### src/iowd_consts.vh
// register offsets, field positions and reset values for the io window decoder
`ifndef IOWD_CONSTS_VH
`define IOWD_CONSTS_VH

`define IOWD_IDX_MAP_ENABLE   8'h06
`define IOWD_IDX_WIN_CTRL     8'h07
`define IOWD_IDX_W0_START_LO  8'h08
`define IOWD_IDX_W0_START_HI  8'h09
`define IOWD_IDX_W0_END_LO    8'h0A
`define IOWD_IDX_W0_END_HI    8'h0B
`define IOWD_IDX_W1_START_LO  8'h0C
`define IOWD_IDX_W1_START_HI  8'h0D
`define IOWD_IDX_W1_END_LO    8'h0E
`define IOWD_IDX_W1_END_HI    8'h0F
`define IOWD_IDX_DECODE_STAT  8'h10

`define IOWD_BIT_W0_SIZE      0
`define IOWD_BIT_W0_AUTO      1
`define IOWD_BIT_W0_TIMING    3
`define IOWD_BIT_W1_SIZE      4
`define IOWD_BIT_W1_AUTO      5
`define IOWD_BIT_W1_TIMING    7
`define IOWD_BIT_W0_ENABLE    6
`define IOWD_BIT_W1_ENABLE    7

`define IOWD_RESET_BYTE       8'h00
`define IOWD_NUM_WIN          2
`define IOWD_IDX_W            8
`define IOWD_HRESP_OKAY       1'b0

`endif

### src/iowd_window_cmp.v
// inclusive range compare for one io window
`timescale 1ns/1ps
`default_nettype none
module iowd_window_cmp (
  input  wire [15:0] hostAddr,
  input  wire [15:0] startAddr,
  input  wire [15:0] endAddr,
  input  wire        enable,
  output wire        hit
);
  assign hit = enable && (hostAddr >= startAddr) && (hostAddr <= endAddr);
endmodule
`default_nettype wire

### src/iowd_reg_file.v
// sixteen-entry byte register file, registered read data
`timescale 1ns/1ps
`default_nettype none
`include "iowd_consts.vh"
module iowd_reg_file (
  input  wire         core_clk,
  input  wire         rst,
  input  wire         clkEn,
  input  wire         wrEn,
  input  wire [3:0]   wrIdx,
  input  wire [7:0]   wrData,
  input  wire [3:0]   rdIdx,
  output reg  [7:0]   rdData_ff,
  output wire [127:0] allRegs
);
  reg [7:0] mem_ff [0:15];
  genvar g;
  generate
    for (g = 0; g < 16; g = g + 1) begin : gEntry
      always @(posedge core_clk) begin
        if (rst) begin
          mem_ff[g] <= `IOWD_RESET_BYTE;
        end else if (clkEn && wrEn && (wrIdx == g)) begin
          mem_ff[g] <= wrData;
        end
      end
      assign allRegs[g*8 +: 8] = mem_ff[g];
    end
  endgenerate
  always @(posedge core_clk) begin
    if (rst) begin
      rdData_ff <= `IOWD_RESET_BYTE;
    end else if (clkEn) begin
      rdData_ff <= mem_ff[rdIdx];
    end
  end
endmodule
`default_nettype wire

### src/iowd_io_window_decode.v
// per-socket io window decoder with ahb-lite register slave
`timescale 1ns/1ps
`default_nettype none
`include "iowd_consts.vh"
// Operation
// - Window 1 claims host io cycles in its range only while its mapping enable bit 7 is 1.
// - With auto-size off, control bit 0 picks an 8-bit (0) or 16-bit (1) path for window 0.
// - With control bit 1 set, window 0 width follows the card's 16-bit io indicator and bit 0 is ignored.
// - Control bit 3 picks timing set 0 or 1 for window 0 cycles.
// - With auto-size off, control bit 4 picks an 8-bit (0) or 16-bit (1) path for window 1.
// - With control bit 5 set, window 1 width follows the card's 16-bit io indicator and bit 4 is ignored.
// - Control bit 7 picks timing set 0 or 1 for window 1 cycles.
// - Start low bytes sit at index 08h and 0Ch, read/write, reset to zero.
// - Start high bytes sit at 09h and 0Dh and form bits 15:8 of the start.
// - An access maps to the card only when start <= address <= end, both inclusive.
// - End low bytes sit at 0Ah and 0Eh, read/write.
// - Control, start and end registers exist per socket and every control bit resets to 0.
// - End high bytes sit at 0Bh and 0Fh and form bits 15:8 of the end.
// - Window 0 claims host io cycles in its range only while its mapping enable bit 6 is 1.
module iowd_io_window_decode (
  input  wire        core_clk,
  input  wire        rst,
  input  wire        clkEn,
  input  wire        hsel,
  input  wire [31:0] haddr,
  input  wire [1:0]  htrans,
  input  wire        hwrite,
  input  wire [2:0]  hsize,
  input  wire [31:0] hwdata,
  input  wire        hready,
  output reg  [31:0] hrdata,
  output reg         hreadyout,
  output reg         hresp,
  input  wire [15:0] hostIoAddr,
  input  wire        hostIoCycle,
  input  wire        card_io_wide_indicator_n,
  output reg         cardIoSelect_ff,
  output reg         cardIoWindow_ff,
  output reg         cardIoWide_ff,
  output reg         cardIoTimingSet_ff
);
  // address phase capture
  reg        wrPend_ff;
  reg        rdPend_ff;
  reg [7:0]  idx_ff;
  reg [7:0]  decodeStat_ff;
  wire       addrPhase;
  wire [7:0] curIdx;
  wire       idxMapped;
  wire       inFile;
  wire [7:0] fileRd;
  wire [127:0] regs;
  wire [7:0] mapEnable;
  wire [7:0] winCtrl;
  wire [15:0] w0Start;
  wire [15:0] w0End;
  wire [15:0] w1Start;
  wire [15:0] w1End;
  wire       hit0;
  wire       hit1;
  wire       cardWide;
  reg        nxt_sel;
  reg        nxt_win;
  reg        nxt_wide;
  reg        nxt_timing;

  assign addrPhase = hsel && hready && htrans[1];
  assign curIdx    = haddr[9:2];
  assign inFile    = (idx_ff[7:4] == 4'h0);
  assign idxMapped = inFile || (idx_ff == `IOWD_IDX_DECODE_STAT);

  always @(posedge core_clk) begin
    if (rst) begin
      wrPend_ff <= 1'b0;
      rdPend_ff <= 1'b0;
      idx_ff    <= 8'h00;
    end else if (clkEn) begin
      wrPend_ff <= addrPhase && hwrite;
      rdPend_ff <= addrPhase && !hwrite;
      if (addrPhase) begin
        idx_ff <= curIdx;
      end
    end
  end

  // byte registers; only indices 06h..0Fh and status 10h are decoded, others read zero
  iowd_reg_file uRegs (
    .core_clk  (core_clk),
    .rst       (rst),
    .clkEn     (clkEn),
    .wrEn      (wrPend_ff && inFile && (idx_ff[3:0] >= 4'h6)),
    .wrIdx     (idx_ff[3:0]),
    .wrData    (hwdata[7:0]),
    .rdIdx     (curIdx[3:0]),
    .rdData_ff (fileRd),
    .allRegs   (regs)
  );

  assign mapEnable = regs[`IOWD_IDX_MAP_ENABLE*8 +: 8];
  assign winCtrl   = regs[`IOWD_IDX_WIN_CTRL*8 +: 8];
  assign w0Start   = {regs[`IOWD_IDX_W0_START_HI*8 +: 8], regs[`IOWD_IDX_W0_START_LO*8 +: 8]};
  assign w0End     = {regs[`IOWD_IDX_W0_END_HI*8 +: 8], regs[`IOWD_IDX_W0_END_LO*8 +: 8]};
  assign w1Start   = {regs[`IOWD_IDX_W1_START_HI*8 +: 8], regs[`IOWD_IDX_W1_START_LO*8 +: 8]};
  assign w1End     = {regs[`IOWD_IDX_W1_END_HI*8 +: 8], regs[`IOWD_IDX_W1_END_LO*8 +: 8]};

  // ahb answers in the same data phase cycle; read data come from the file register, or from decodeStat_ff for index 10h
  always @* begin
    hreadyout = 1'b1;
    hresp     = `IOWD_HRESP_OKAY;
    hrdata    = 32'h0000_0000;
    if (rdPend_ff && idxMapped) begin
      if (inFile && idx_ff[3:0] >= 4'h6) begin
        hrdata = {24'h00_0000, fileRd};
      end else if (!inFile) begin
        hrdata = {24'h00_0000, decodeStat_ff};
      end
    end
  end

  iowd_window_cmp uCmp0 (
    .hostAddr  (hostIoAddr),
    .startAddr (w0Start),
    .endAddr   (w0End),
    .enable    (mapEnable[`IOWD_BIT_W0_ENABLE]),
    .hit       (hit0)
  );
  iowd_window_cmp uCmp1 (
    .hostAddr  (hostIoAddr),
    .startAddr (w1Start),
    .endAddr   (w1End),
    .enable    (mapEnable[`IOWD_BIT_W1_ENABLE]),
    .hit       (hit1)
  );

  assign cardWide = !card_io_wide_indicator_n;

  always @* begin
    nxt_sel    = 1'b0;
    nxt_win    = 1'b0;
    nxt_wide   = 1'b0;
    nxt_timing = 1'b0;
    if (hostIoCycle && hit0) begin
      nxt_sel    = 1'b1;
      nxt_win    = 1'b0;
      nxt_wide   = winCtrl[`IOWD_BIT_W0_AUTO] ? cardWide : winCtrl[`IOWD_BIT_W0_SIZE];
      nxt_timing = winCtrl[`IOWD_BIT_W0_TIMING];
    end else if (hostIoCycle && hit1) begin
      nxt_sel    = 1'b1;
      nxt_win    = 1'b1;
      nxt_wide   = winCtrl[`IOWD_BIT_W1_AUTO] ? cardWide : winCtrl[`IOWD_BIT_W1_SIZE];
      nxt_timing = winCtrl[`IOWD_BIT_W1_TIMING];
    end
  end

  always @(posedge core_clk) begin
    if (rst) begin
      cardIoSelect_ff    <= 1'b0;
      cardIoWindow_ff    <= 1'b0;
      cardIoWide_ff      <= 1'b0;
      cardIoTimingSet_ff <= 1'b0;
      decodeStat_ff      <= 8'h00;
    end else if (clkEn) begin
      cardIoSelect_ff    <= nxt_sel;
      cardIoWindow_ff    <= nxt_win;
      cardIoWide_ff      <= nxt_wide;
      cardIoTimingSet_ff <= nxt_timing;
      decodeStat_ff      <= {4'h0, hit1, hit0, nxt_win, nxt_sel};
    end
  end
endmodule
`default_nettype wire

### config.mk
export PLATFORM = sky130hd
export DESIGN_NAME = iowd_io_window_decode
export DESIGN_NICKNAME = d
export VERILOG_FILES = /design/src/iowd_window_cmp.v /design/src/iowd_reg_file.v /design/src/iowd_io_window_decode.v
export VERILOG_INCLUDE_DIRS = /design/src
export SDC_FILE = /design/constraint.sdc
export NUM_CORES = 1
export LEC_CHECK = 0
export ABC_AREA = 1
export BUFFER_PORTS_ARGS = -buffer_cell sky130_fd_sc_hd__buf_2
export CORE_MARGIN = 8
export CORE_UTILIZATION = 58
export DETAILED_ROUTE_END_ITERATION = 6
export PLACE_DENSITY = 0.81
export SYNTH_ARGS = -nofsm -noshare
export SYNTH_HDL_FRONTEND = slang
export SYNTH_SLANG_ARGS = --single-unit
### constraint.sdc
create_clock -name core_clk -period 2.35 [get_ports core_clk]
set_input_delay 0.235 -clock core_clk [delete_from_list [all_inputs] [get_ports core_clk]]
set_output_delay 0.235 -clock core_clk [all_outputs]
set_load 0.05 [all_outputs]
Word level (Yosys, flattened, before mapping):

Memories as Yosys holds them, arrays and structs flattened. A register that Yosys moved wholly into a read port is not among the register bits.
Index checks and enable logic that the tools add are counted.

* register bits after elaboration: 18
* memories: 1
* input bits: 93
* bits in latches: 0
* ROM bits: 0
* bits in writable memories: 128
* word-level logic and storage cells: 161
* output and inout port bits: 38

Memories
* uRegs.mem_ff: words 16, width 8, rd ports 11, clocked after Yosys merged registers in 1, wr ports 16, line iowd_reg_file.v:16 `reg [7:0] mem_ff [0:15];`

* order comparisons: 5
* bitwise logic cells: 16
* $mul: 0
* add/subtract/negate cells: 0
* reductions and logical operators: 37
* divide/modulo/power cells: 0
* shifts and indexed selects: 0
* multiplexer cells: 78
* equality and inequality tests: 16

Operators with widths (count)
* two-way mux 8 bit: 18
* two-way mux 1 bit: 59
* equality test 4 bit (second input constant): 8
* >= comparator 16 bit: 2
* <= comparator 16 bit: 2
* logical AND 1 bit: 31
* equality test 4 x 3 -> 1 bit (second input constant): 4
* bitwise OR 1 bit: 16
* equality test 4 x 2 -> 1 bit (second input constant): 2
* equality test 8 x 5 -> 1 bit (second input constant): 1
* logical NOT 4 bit: 2
* equality test 4 x 1 -> 1 bit (second input constant): 1
* >= comparator 4 x 3 -> 1 bit (second input constant): 1
* two-way mux 4 bit: 1
* logical NOT 1 bit: 2
* AND reduction 2 bit: 1
* logical OR 1 bit: 1

Logic depth before layout (Yosys ltp):

Gate-level depths: netlist of run 1.

* depth in word-level cells: 9
* mapped depth: 17
* depth with buffers taken out: 17

By module:

Synthesis of run 1 repeated with hierarchy kept, for this count alone.

* cells, all modules: 1109
* area, all modules: 9251.4 um^2

Modules (own cells, without submodules)
* iowd_reg_file: cells an instance 677, instances 1, area an instance 6515.0 um^2
* iowd_io_window_decode: cells an instance 148, instances 1, area an instance 1008.5 um^2
* iowd_window_cmp at uCmp0: cells an instance 142, instances 1, area an instance 870.8 um^2
* iowd_window_cmp at uCmp1: cells an instance 142, instances 1, area an instance 857.1 um^2

Worst setup path before layout of run 1:

OpenSTA, ideal clock, no wires.

* path type: flip-flop to output port
* from: reg idx_ff[0]
* to: out hrdata[0]
* buffers on the path: 0
* stages on the path, launching flop included: 6
* required time: 2.115 ns
* arrival: 1.908 ns
* setup slack: 0.207 ns
* cell sequence: dfxtp_1 nor2_1 inv_1 nor3_1 o2111ai_1 a21oi_1

* longest elaborated chain between the ends: 4
* elaborated cells on any way between the ends: 7
* classes of those cells: 1 x order compare; 1 x eq/ne; 2 x mux; 3 x reduce/logical

Ends and longest elaborated chain
* from (decl): line iowd_io_window_decode.v:45 `reg [7:0] idx_ff;`
* from (signal assigned): line iowd_io_window_decode.v:81 `idx_ff <= curIdx;`
* >= comparator 4 x 3 -> 1 bit or equality test 8 x 5 -> 1 bit (tied branches)
* logical AND 1 bit or logical OR 1 bit (tied branches): line iowd_io_window_decode.v:112, iowd_io_window_decode.v:70
* two-way mux 8 bit or logical AND 1 bit (tied branches): line iowd_io_window_decode.v:112, iowd_io_window_decode.v:111
* two-way mux 8 bit *: line iowd_io_window_decode.v:111 `if (rdPend_ff && idxMapped) begin`
* to (decl): line iowd_io_window_decode.v:31 `output reg [31:0] hrdata,`

Every way passes the cells marked *; elsewhere a longest branch is shown, timed or not.

Final worst setup path of run 1:

* from: reg idx_ff[0]
* to: out hrdata[2]

The elaborated chain is that of the path after synthesis.

==> results of run 1 <==
==> power breakdown <==
part	switching, mW	total [mW]	internal [mW]
registers	0.0549	3.11	3.06
logic	0.580	0.812	0.233
clock network	1.10	2.66	1.56
total	1.73	6.58	4.85
==> sequential cells by signal (all words and copies together), names as in the netlist <==
name	cells
uRegs.mem_ff	128
idx_ff	8
cardIoWide_ff	1
cardIoTimingSet_ff	1
rdPend_ff	1
decodeStat_ff	4
uRegs.rdData_ff	8
wrPend_ff	1
==> placed cells by master, fill, tap and decap left out, types with 2 or more instances in the layout <==
cell / count
bufinv_16: 2
ha_1: 64
dfxtp_1: 24
nand2_1: 102
a21oi_4: 2
inv_1: 111
o21ai_0: 96
nor2_1: 148
o22ai_1: 5
o21ai_1: 9
inv_6: 4
conb_1: 74
o221ai_1: 9
nand4_1: 7
buf_4: 23
nand3_1: 28
nand3_2: 5
nand3_4: 5
nand4_2: 2
clkinv_1: 9
o211ai_1: 10
buf_2: 48
clkinv_4: 2
clkinvlp_4: 4
edfxtp_1: 128
clkbuf_16: 17
a21oi_1: 82
inv_2: 3
nor2_4: 3
==> stage by stage <==
step / TNS [ns] / total power [mW] / cells / util [%]
global route: -0.0247 / 6.79 / 1227 / 67.3
global placement: 0 / 3.92 / 1196 / 62.9
floorplan: 0 / 3.73 / 1002 / -
CTS: -0.0112 / 6.57 / 1227 / 67.0
detailed placement: 0 / 3.95 / 1196 / 62.9
finish: 0 / 6.58 / 1227 / 67.3
==> critical path, cell delays in order (launching register included) <==
cell	delay, ns
dfxtp_1	0.36
nor2_1	0.19
inv_1	0.10
nor3_2	0.24
o2111ai_4	0.24
a21oi_1	0.23
buf_4	0.23
==> worst min path at each step <==
stage	from	to	slack (ns)
floorplan	hwrite	wrPend_ff$_SDFFE_PP0P_	0.38
global placement	uRegs.rdData_ff[1]$_SDFFE_PP0P_	uRegs.rdData_ff[1]$_SDFFE_PP0P_	0.47
detailed placement	uRegs.rdData_ff[4]$_SDFFE_PP0P_	uRegs.rdData_ff[4]$_SDFFE_PP0P_	0.47
CTS	hwrite	wrPend_ff$_SDFFE_PP0P_	0.05
global route	haddr[8]	idx_ff[6]$_SDFFE_PP0P_	0.07
finish	hwrite	wrPend_ff$_SDFFE_PP0P_	0.06
==> area by class of cell <==
type	count	share of cell area, %
clock buffer	17	4.38
clock inverter	14	1.52
tap	184	2.37
sequential	152	44.6
timing repair buffer	73	4.54
inverter	123	4.81
multi-input combinational	664	37.8
==> cell families (layout without fill, tap and decap cells) <==
logic type                 Yosys count  count (layout)  share of synthesized area (%)
buffers and inverters              186             227                           9.52
DFF                                152             152                           51.0
and+or+nand+nor                    306             306                           16.0
adders and majority gates           64              64                           9.44
AOI/OAI and AO/OA                  220             220                           14.0
other                                2              74                         0.0886
==> timing repair <==
| action | CTS | global route |
|---|---|---|
| resized for setup | 4 | 9 |
| endpoints found under the setup margin | 8 | 12 |
| pin swaps | 0 | 1 |
==> layer usage <==
layer | GRT usage (%) | part of all wire, % | up-vias
met3 | 5.36 | 11 | 63
met1 | 29.4 | 39 | 3155
li1 | - | - | 3269
met5 | 0 | 0 | -
met2 | 37.9 | 46 | 386
met4 | 12.0 | 3.7 | 0
==> run metrics, run 1 <==
status=completed; Critical Path End Type=output port; row cnt=44; Hold Crit Class=in -> reg; Fin Clk Skew=0.00804 ns; Antenna diodes=0; largest net degree at the start of global routing=60; H-tree depth=4; TritonCTS buffer count=17; post-layout worst setup margin=slightly below 0.08 ns; Clock transition at path regs=roughly 0.060 ns; PwrDens=678 nW/um^2; port buffer count=52; vias in the first global route=around 6,400; core footprint=roughly 14,000 sq um; TritonCTS clock tree=done; Worst IR Drop VDD=0.634 mV; post-layout instance area=between 9000 and 10,000 sq um; Final Critical Period=around 2.3 ns; Die Wd=~140 microns; Multi-input gate area=approximately 3700 sq um; Total GRT Usage=around a quarter; Synth cell types=36; critical path class=reg -> out; number of remaining DRC errors=0; number of synthesized flops with an enable pin=~130; synthesized area=8480 sq um; endpoints failing setup=0; Fin Hold WS=slightly below 0.06 ns; initial antenna violation count=0; worst setup path startpoint=idx_ff[0]$_SDFFE_PP0P_; Clock Tree Buf Depth=2; Synth Flop Type=edfxtp_1; Slew HR=approximately 57%; dominant cell type by area after synthesis=edfxtp_1; Routed WL per cell=~18 microns; Chip Height=around 140 microns; RePlAce Congestion=0.940; via count=approximately 6,900; FF-to-FF End=cardIoWide_ff$_SDFFE_PP0P_; clock sink count=152; CTS root buffer=clkbuf_16; Setup crit end=hrdata[2]; f_max=about 440 MHz; period utilization=between 90 and 100%; clk_lat worst skew=~0.43 ns; Arrival @ worst endpoint=a little over 2 ns; final net count=between 1,000 and 1,500; DP Area=between 9000 and 10,000 sq um; register area=~4300 sq um; synth cell count leaders=nor2_1 (149), edfxtp_1 (128), inv_1 (111); critical path peak fanout=8; Congestion Overflow GR=0; DR pass1 iterations=6; cts hold-fix bufs=0; Max Cap Viol=0; Worst EP required=approximately 2.1 ns; Worst Max-Slew Pin Slew=0.649 ns; vias per inst=between 5 and 6; layout cell share with drive strength beyond 1=12.4%; pre-CTS setup slack=roughly 0.11 ns; die area=approximately 19,000 sq um; Hold Violations, Final=0; Filler cells=about 1,100; startpoint types=register; final wirelength=21,600 microns; Yosys reg bits=around 150; hpwl dp=around 15,000 microns; cells after synthesis=between 900 and 1,000; Area Overhead vs Synth=14.4%; Ports=roughly 130; R2R depth=12; Synth top area share=a little under half; first-pass GRT wire length=between 30,000 and 40,000 microns; Antenna Violating Nets Remaining=0; Initial Util=about 59%; Hold Crit Depth=3; max-slew violation count=0; FF-to-FF Start=uRegs.mem_ff[11][7]$_SDFFCE_PN0P_; Initial DRC Count=782; number of setup buffers added after CTS=0; Static Leak=between 4 and 5 nW; flop2flop setup slack=about 0.19 ns; Seq/Total Area, Yosys=51.0%; Post-Syn Area per Cell=9.12 sq um; cell with the most instances after synthesis=nor2_1; asr flop ratio synth=0%; Syn. warnings=0; ranking of synthesized cells by area=edfxtp_1 (45%), ha_1 (9.4%), nor2_1 (6.6%), dfxtp_1 (5.7%), o21ai_0 (5.7%)
Power figures use the tool's default switching activity.
==> run 2: changes to the inputs <==
--- a/config.mk
+++ b/config.mk
@@ -8,7 +8,7 @@
 export LEC_CHECK = 0
 export ABC_AREA = 1
 export BUFFER_PORTS_ARGS = -buffer_cell sky130_fd_sc_hd__buf_2
-export CORE_MARGIN = 8
+export CORE_MARGIN = 2
 export CORE_UTILIZATION = 58
 export DETAILED_ROUTE_END_ITERATION = 6
 export PLACE_DENSITY = 0.81
==> run 2 against run 1 <==
Compared with the run above:
- via count is 1.1% lower
- count of clock-buffer cells in the layout stayed put
- critical endpoint is now hrdata[0]
- cell count hardly changed
- register-to-register slack hardly changed
- largest cell class unchanged
- fmax is 1.4% higher
- flip-flop and latch count stayed put
- design area is 0.36% higher
- combinational power is 1% lower
- global-route usage is 3.6 points higher
==> run metrics, run 2 (synthesis gave the netlist of run 1 again) <==
Clock Tree Buf Depth=2; Max Cap Viol=0; Clock transition at path regs=approximately 0.06 ns; PwrDens=701 nW/um^2; biggest regs=uRegs.mem_ff x128, idx_ff x8, uRegs.rdData_ff x8; Crit path largest cell delay=~0.36 ns; die area=15,600 sq um; port buffer count=52; Routed WL per cell=around 17 microns; crit-path cells=nor2_1, inv_1, nor3_2, o2111ai_4, a21oi_1, buf_2; row cnt=between 40 and 50; Chip Height=125 microns; Worst IR Drop VDD=between 0.5 and 0.6 mV; Arrival @ worst endpoint=2.00 ns; final net count=about 1,200; Setup Total Neg Slack=0 ns; Fin Clk Skew=roughly 0.0092 ns; CP top delay family=compound AO/OA/AOI/OAI gates; register bank with the most flops=uRegs.mem_ff; DR pass1 iterations=5; Worst Max-Slew Pin Slew=0.661 ns; startpoint types=register; Design Power=between 6 and 7 mW; core footprint=between 10,000 and 15,000 sq um; Hold Crit Class=in -> reg; initial antenna violation count=0; CTS root buffer=clkbuf_16; Placed Cells=approximately 1,200; Critical Path End Type=output port; clock sink count=roughly 150; post-layout worst setup margin=between 0.1 and 0.15 ns; non-filler cells, final=around 1,200; first-pass GRT wire length=32,400 microns; layout cell share with drive strength beyond 1=~12%; Worst EP required=between 2 and 2.5 ns; Initial DRC Count=679; via count=6,799; Ports=roughly 130; period utilization=95.3%; commonest non-fill, non-tap cell in the layout=nor2_1; number of setup buffers added after CTS=0; RSZ-0062 raised after global routing=no; TritonCTS clock tree=done; Total GRT Usage=27.2%; clk_lat worst skew=~0.44 ns; critical path peak fanout=8; Congestion Overflow GR=0; f_max=between 400 and 500 MHz; vias in the first global route=about 6,200; hpwl dp=around 15,000 microns; status=completed; Slew HR=between 50% and 60%; final wirelength=20,700 microns; vias per inst=5.54; RePlAce Congestion=approximately 0.97; TritonCTS buffer count=17; max-slew violation count=0; H-tree depth=4; largest net degree at the start of global routing=between 50 and 60; Initial Util=58.8%; critical path class=reg -> out; Fin Hold WS=between 0.05 and 0.06 ns; number of remaining DRC errors=0; pre-CTS setup slack=0.153 ns; Area Overhead vs Synth=14.9%; max FFs per register=128; Hold Violations, Final=0; Antenna Violating Nets Remaining=0; CP max-delay cell=dfxtp_1; Final Critical Period=approximately 2.2 ns; endpoints failing setup=0; Static Leak=~4.3 nW; Die Wd=about 120 microns; Antenna diodes=0; worst path bufs/invs=2; most frequent cells in the layout=nor2_1 (149), edfxtp_1 (128), inv_1 (111), nand2_1 (102), o21ai_0 (96)
run 2: changes by cell type in the layout (fill, tap and decap cells not counted), sizes merged:
cell	change
buf	-1
bufinv	+1
clkbuf	+1
clkinvlp	-5
inv	+5
run 2: area by class of cell:
type	count	area, sq um
clock buffer	17	425
inverter	123	467
fill	1119	4680
sequential	152	4320
timing repair buffer	73	435
multi-input combinational	664	3650
clock inverter	15	205
tap	184	230
run 2: metrics by stage:
stage               util (%)  area, sq um
detailed placement      62.9         9070
global placement        62.9         9070
CTS                     67.3         9710
floorplan                  -         8750
global route            67.5         9740
finish                  67.5         9740
run 2: what timing repair did:
item / in CTS / in global routing
resized for setup: 1 / 7
pin swaps: 0 / 1
hold buffers: 0 / 0
hold endpoints to repair: 0 / 0
setup endpoints to repair: 5 / 11
run 2: layer usage:
metal | GRT usage, % | vias up | share of wire, %
li1 | - | 3276 | -
met1 | 35.2 | 3115 | 40
met2 | 44.6 | 348 | 47
met3 | 6.19 | 60 | 9.1
met4 | 11.1 | 0 | 3.6
met5 | 0 | - | 0
run 2: where the power goes:
group / total (mW) / internal, mW / switching [mW]
clock network: 2.91 / 1.72 / 1.19
registers: 3.11 / 3.06 / 0.0566
logic: 0.804 / 0.232 / 0.573
total: 6.83 / 5.01 / 1.82
run 2: tightest hold or removal path: stages:
cell and delay (ns):
buf_2 0.10, nand2_1 0.06, a21oi_1 0.05
run 2: worst paths after layout:
check	from	to	slack [ns]	cells past startpoint
hold reg to reg	uRegs.rdData_ff[5]$_SDFFE_PP0P_	uRegs.rdData_ff[5]$_SDFFE_PP0P_	0.49	2
hold / removal	hwrite	wrPend_ff$_SDFFE_PP0P_	0.05	3
setup / recovery	idx_ff[0]$_SDFFE_PP0P_	hrdata[0]	0.11	6
setup reg to reg	uRegs.mem_ff[12][7]$_SDFFCE_PN0P_	cardIoWide_ff$_SDFFE_PP0P_	0.19	13
==> run 3: changes to the inputs <==
--- a/config.mk
+++ b/config.mk
@@ -9,9 +9,9 @@
 export ABC_AREA = 1
 export BUFFER_PORTS_ARGS = -buffer_cell sky130_fd_sc_hd__buf_2
 export CORE_MARGIN = 2
-export CORE_UTILIZATION = 58
+export CORE_UTILIZATION = 45
 export DETAILED_ROUTE_END_ITERATION = 6
-export PLACE_DENSITY = 0.81
+export PLACE_DENSITY = 0.66
 export SYNTH_ARGS = -nofsm -noshare
 export SYNTH_HDL_FRONTEND = slang
 export SYNTH_SLANG_ARGS = --single-unit
==> run 3 against run 2 <==
Compared with the run above:
- via count shrank 3.6%
- utilization shrank 15 points
- worst setup slack gained 0.074 ns
- total power shrank 7.4%
- sequential share of layout area increased by 0.26 points
- clock skew shrank 0.0030 ns
- design area down 0.59%
- critical path type unchanged
- critical endpoint is now hrdata[1]
- largest power group unchanged
- highest routed layer unchanged
==> run metrics, run 3 (synthesis gave the netlist of run 1 again) <==
status=completed; row cnt=50; biggest regs=uRegs.mem_ff x128, idx_ff x8, uRegs.rdData_ff x8; M2 GR Usage=between 30% and 40%; Initial DRC Count=between 500 and 600; Initial Util=about 46%; PwrDens=653 nW/um^2; met1 GRT Util=29.2%; cts hold-fix bufs=0; die area=20,000 sq um; post-layout instance area=between 9000 and 10,000 sq um; critical path peak fanout=8; most frequent cells in the layout=nor2_1 (148), edfxtp_1 (128), inv_1 (111), nand2_1 (102), o21ai_0 (96); via count=~6,600; number of setup buffers added after CTS=0; Clock transition at path regs=around 0.06 ns; core footprint=approximately 19,000 sq um; Hold Crit Class=in -> reg; Chip Height=141 microns; TritonCTS clock tree=done; Slew HR=between 50% and 60%; clk_lat worst skew=0.42 ns; register bank with the most flops=uRegs.mem_ff; Die Wd=between 100 and 150 microns; Congestion Overflow GR=0; Static Leak=about 4.2 nW; DR pass1 iterations=5; vias in the first global route=approximately 6,000; layout cell share with drive strength beyond 1=between 10% and 20%; H-tree depth=4; fin util=between 50% and 60%; Fin Hold WS=between 0.07 and 0.08 ns; hpwl dp=15,700 microns; Total GRT Usage=around 22%; Antenna Violating Nets Remaining=0; Arrival @ worst endpoint=approximately 1.9 ns; Worst Max-Slew Pin Slew=between 0.6 and 0.7 ns; DP Area=approximately 9100 sq um; f_max=462 MHz; first-pass GRT wire length=33,300 microns; Setup Total Neg Slack=0 ns; Clock Tree Buf Depth=2; RePlAce Congestion=around 0.88; final wirelength=approximately 21,000 microns; Worst EP required=around 2.1 ns; Worst IR Drop VDD=0.455 mV; critical path class=reg -> out; clock sink count=approximately 150; final net count=1,189; number of remaining DRC errors=0; CTS root buffer=clkbuf_16; vias per inst=between 5 and 6; flop2flop setup slack=between 0.3 and 0.4 ns; Ports=around 130; Critical Path End Type=output port; Most Used Layer, Global Route=met2; Max Cap Viol=0; startpoint types=register; Area Overhead vs Synth=14.2%; Fin Clk Skew=about 0.0062 ns; TritonCTS buffer count=17; port buffer count=52; Final Critical Period=about 2.2 ns; largest net degree at the start of global routing=56; initial antenna violation count=0; max-slew violation count=0; period utilization=slightly above 90%; Routed WL per cell=about 17 microns; endpoints failing setup=0; max FFs per register=between 100 and 150; Antenna diodes=0; commonest non-fill, non-tap cell in the layout=nor2_1; RSZ-0062 raised after global routing=no; M3 GR Usage=roughly 4%; Hold Violations, Final=0
==> run 3: changes by cell type in the layout (fill, tap and decap cells not counted), sizes merged <==
cell    previous run  this run
inv              123       114
clkinv            12        16
buf               71        69
clkbuf            19        26
bufinv             3         1
==> run 3: area by class of cell <==
| cell class | count | area, sq um |
|---|---|---|
| Clock buffer | 21 | 440 |
| Clock inverter | 8 | 58.8 |
| Fill cell | 1708 | 8900 |
| Inverter | 123 | 467 |
| Multi-Input combinational cell | 664 | 3650 |
| Sequential cell | 152 | 4320 |
| Tap cell | 234 | 293 |
| Timing Repair Buffer | 74 | 450 |
==> run 3: layer usage <==
| layer | up-vias | share of wire, % |
|---|---|---|
| met3 | 54 | 5.9 |
| met4 | 0 | 4.2 |
| li1 | 3271 | - |
| met1 | 3007 | 43 |
| met5 | - | 0 |
| met2 | 219 | 47 |
==> run 3: worst max-delay path, cell delays in order, from the launching register on <==
cell	delay (ns)
dfxtp_1	0.35
nor2_1	0.17
inv_1	0.09
nor3_2	0.13
o2111ai_2	0.29
a21oi_1	0.21
clkbuf_4	0.25
==> run 3: power breakdown <==
part           switching (mW)  total (mW)  leakage [nW]  internal, mW
logic                   0.575       0.806          2.48         0.232
registers              0.0545        3.11          1.49          3.06
clock network           0.989        2.40         0.244          1.41
==> run 3: final timing paths <==
path / startpoint / endpoint / depth (start not counted)
worst max-delay path: idx_ff[0]$_SDFFE_PP0P_ / hrdata[1] / 6
worst min-delay path: haddr[8] / idx_ff[6]$_SDFFE_PP0P_ / 3
worst max register to register: uRegs.mem_ff[12][3]$_SDFFCE_PN0P_ / cardIoWide_ff$_SDFFE_PP0P_ / 13
worst min register to register: wrPend_ff$_SDFFE_PP0P_ / wrPend_ff$_SDFFE_PP0P_ / 2
==> run 3: timing repair <==
item                       in CTS  in global routing
resized for setup               1                 11
setup endpoints to repair       4                  8
pin swaps                       0                  1
cloned                          0                  0
==> run 3: through the flow <==
stage,total power [mW],worst slack (ns),instances
floorplan,3.73,0.207,1002
global placement,3.95,0.209,1247
detailed placement,3.97,0.192,1247
CTS,6.35,0.0421,1276
global route,6.58,0.0401,1276
finish,6.32,0.185,1276
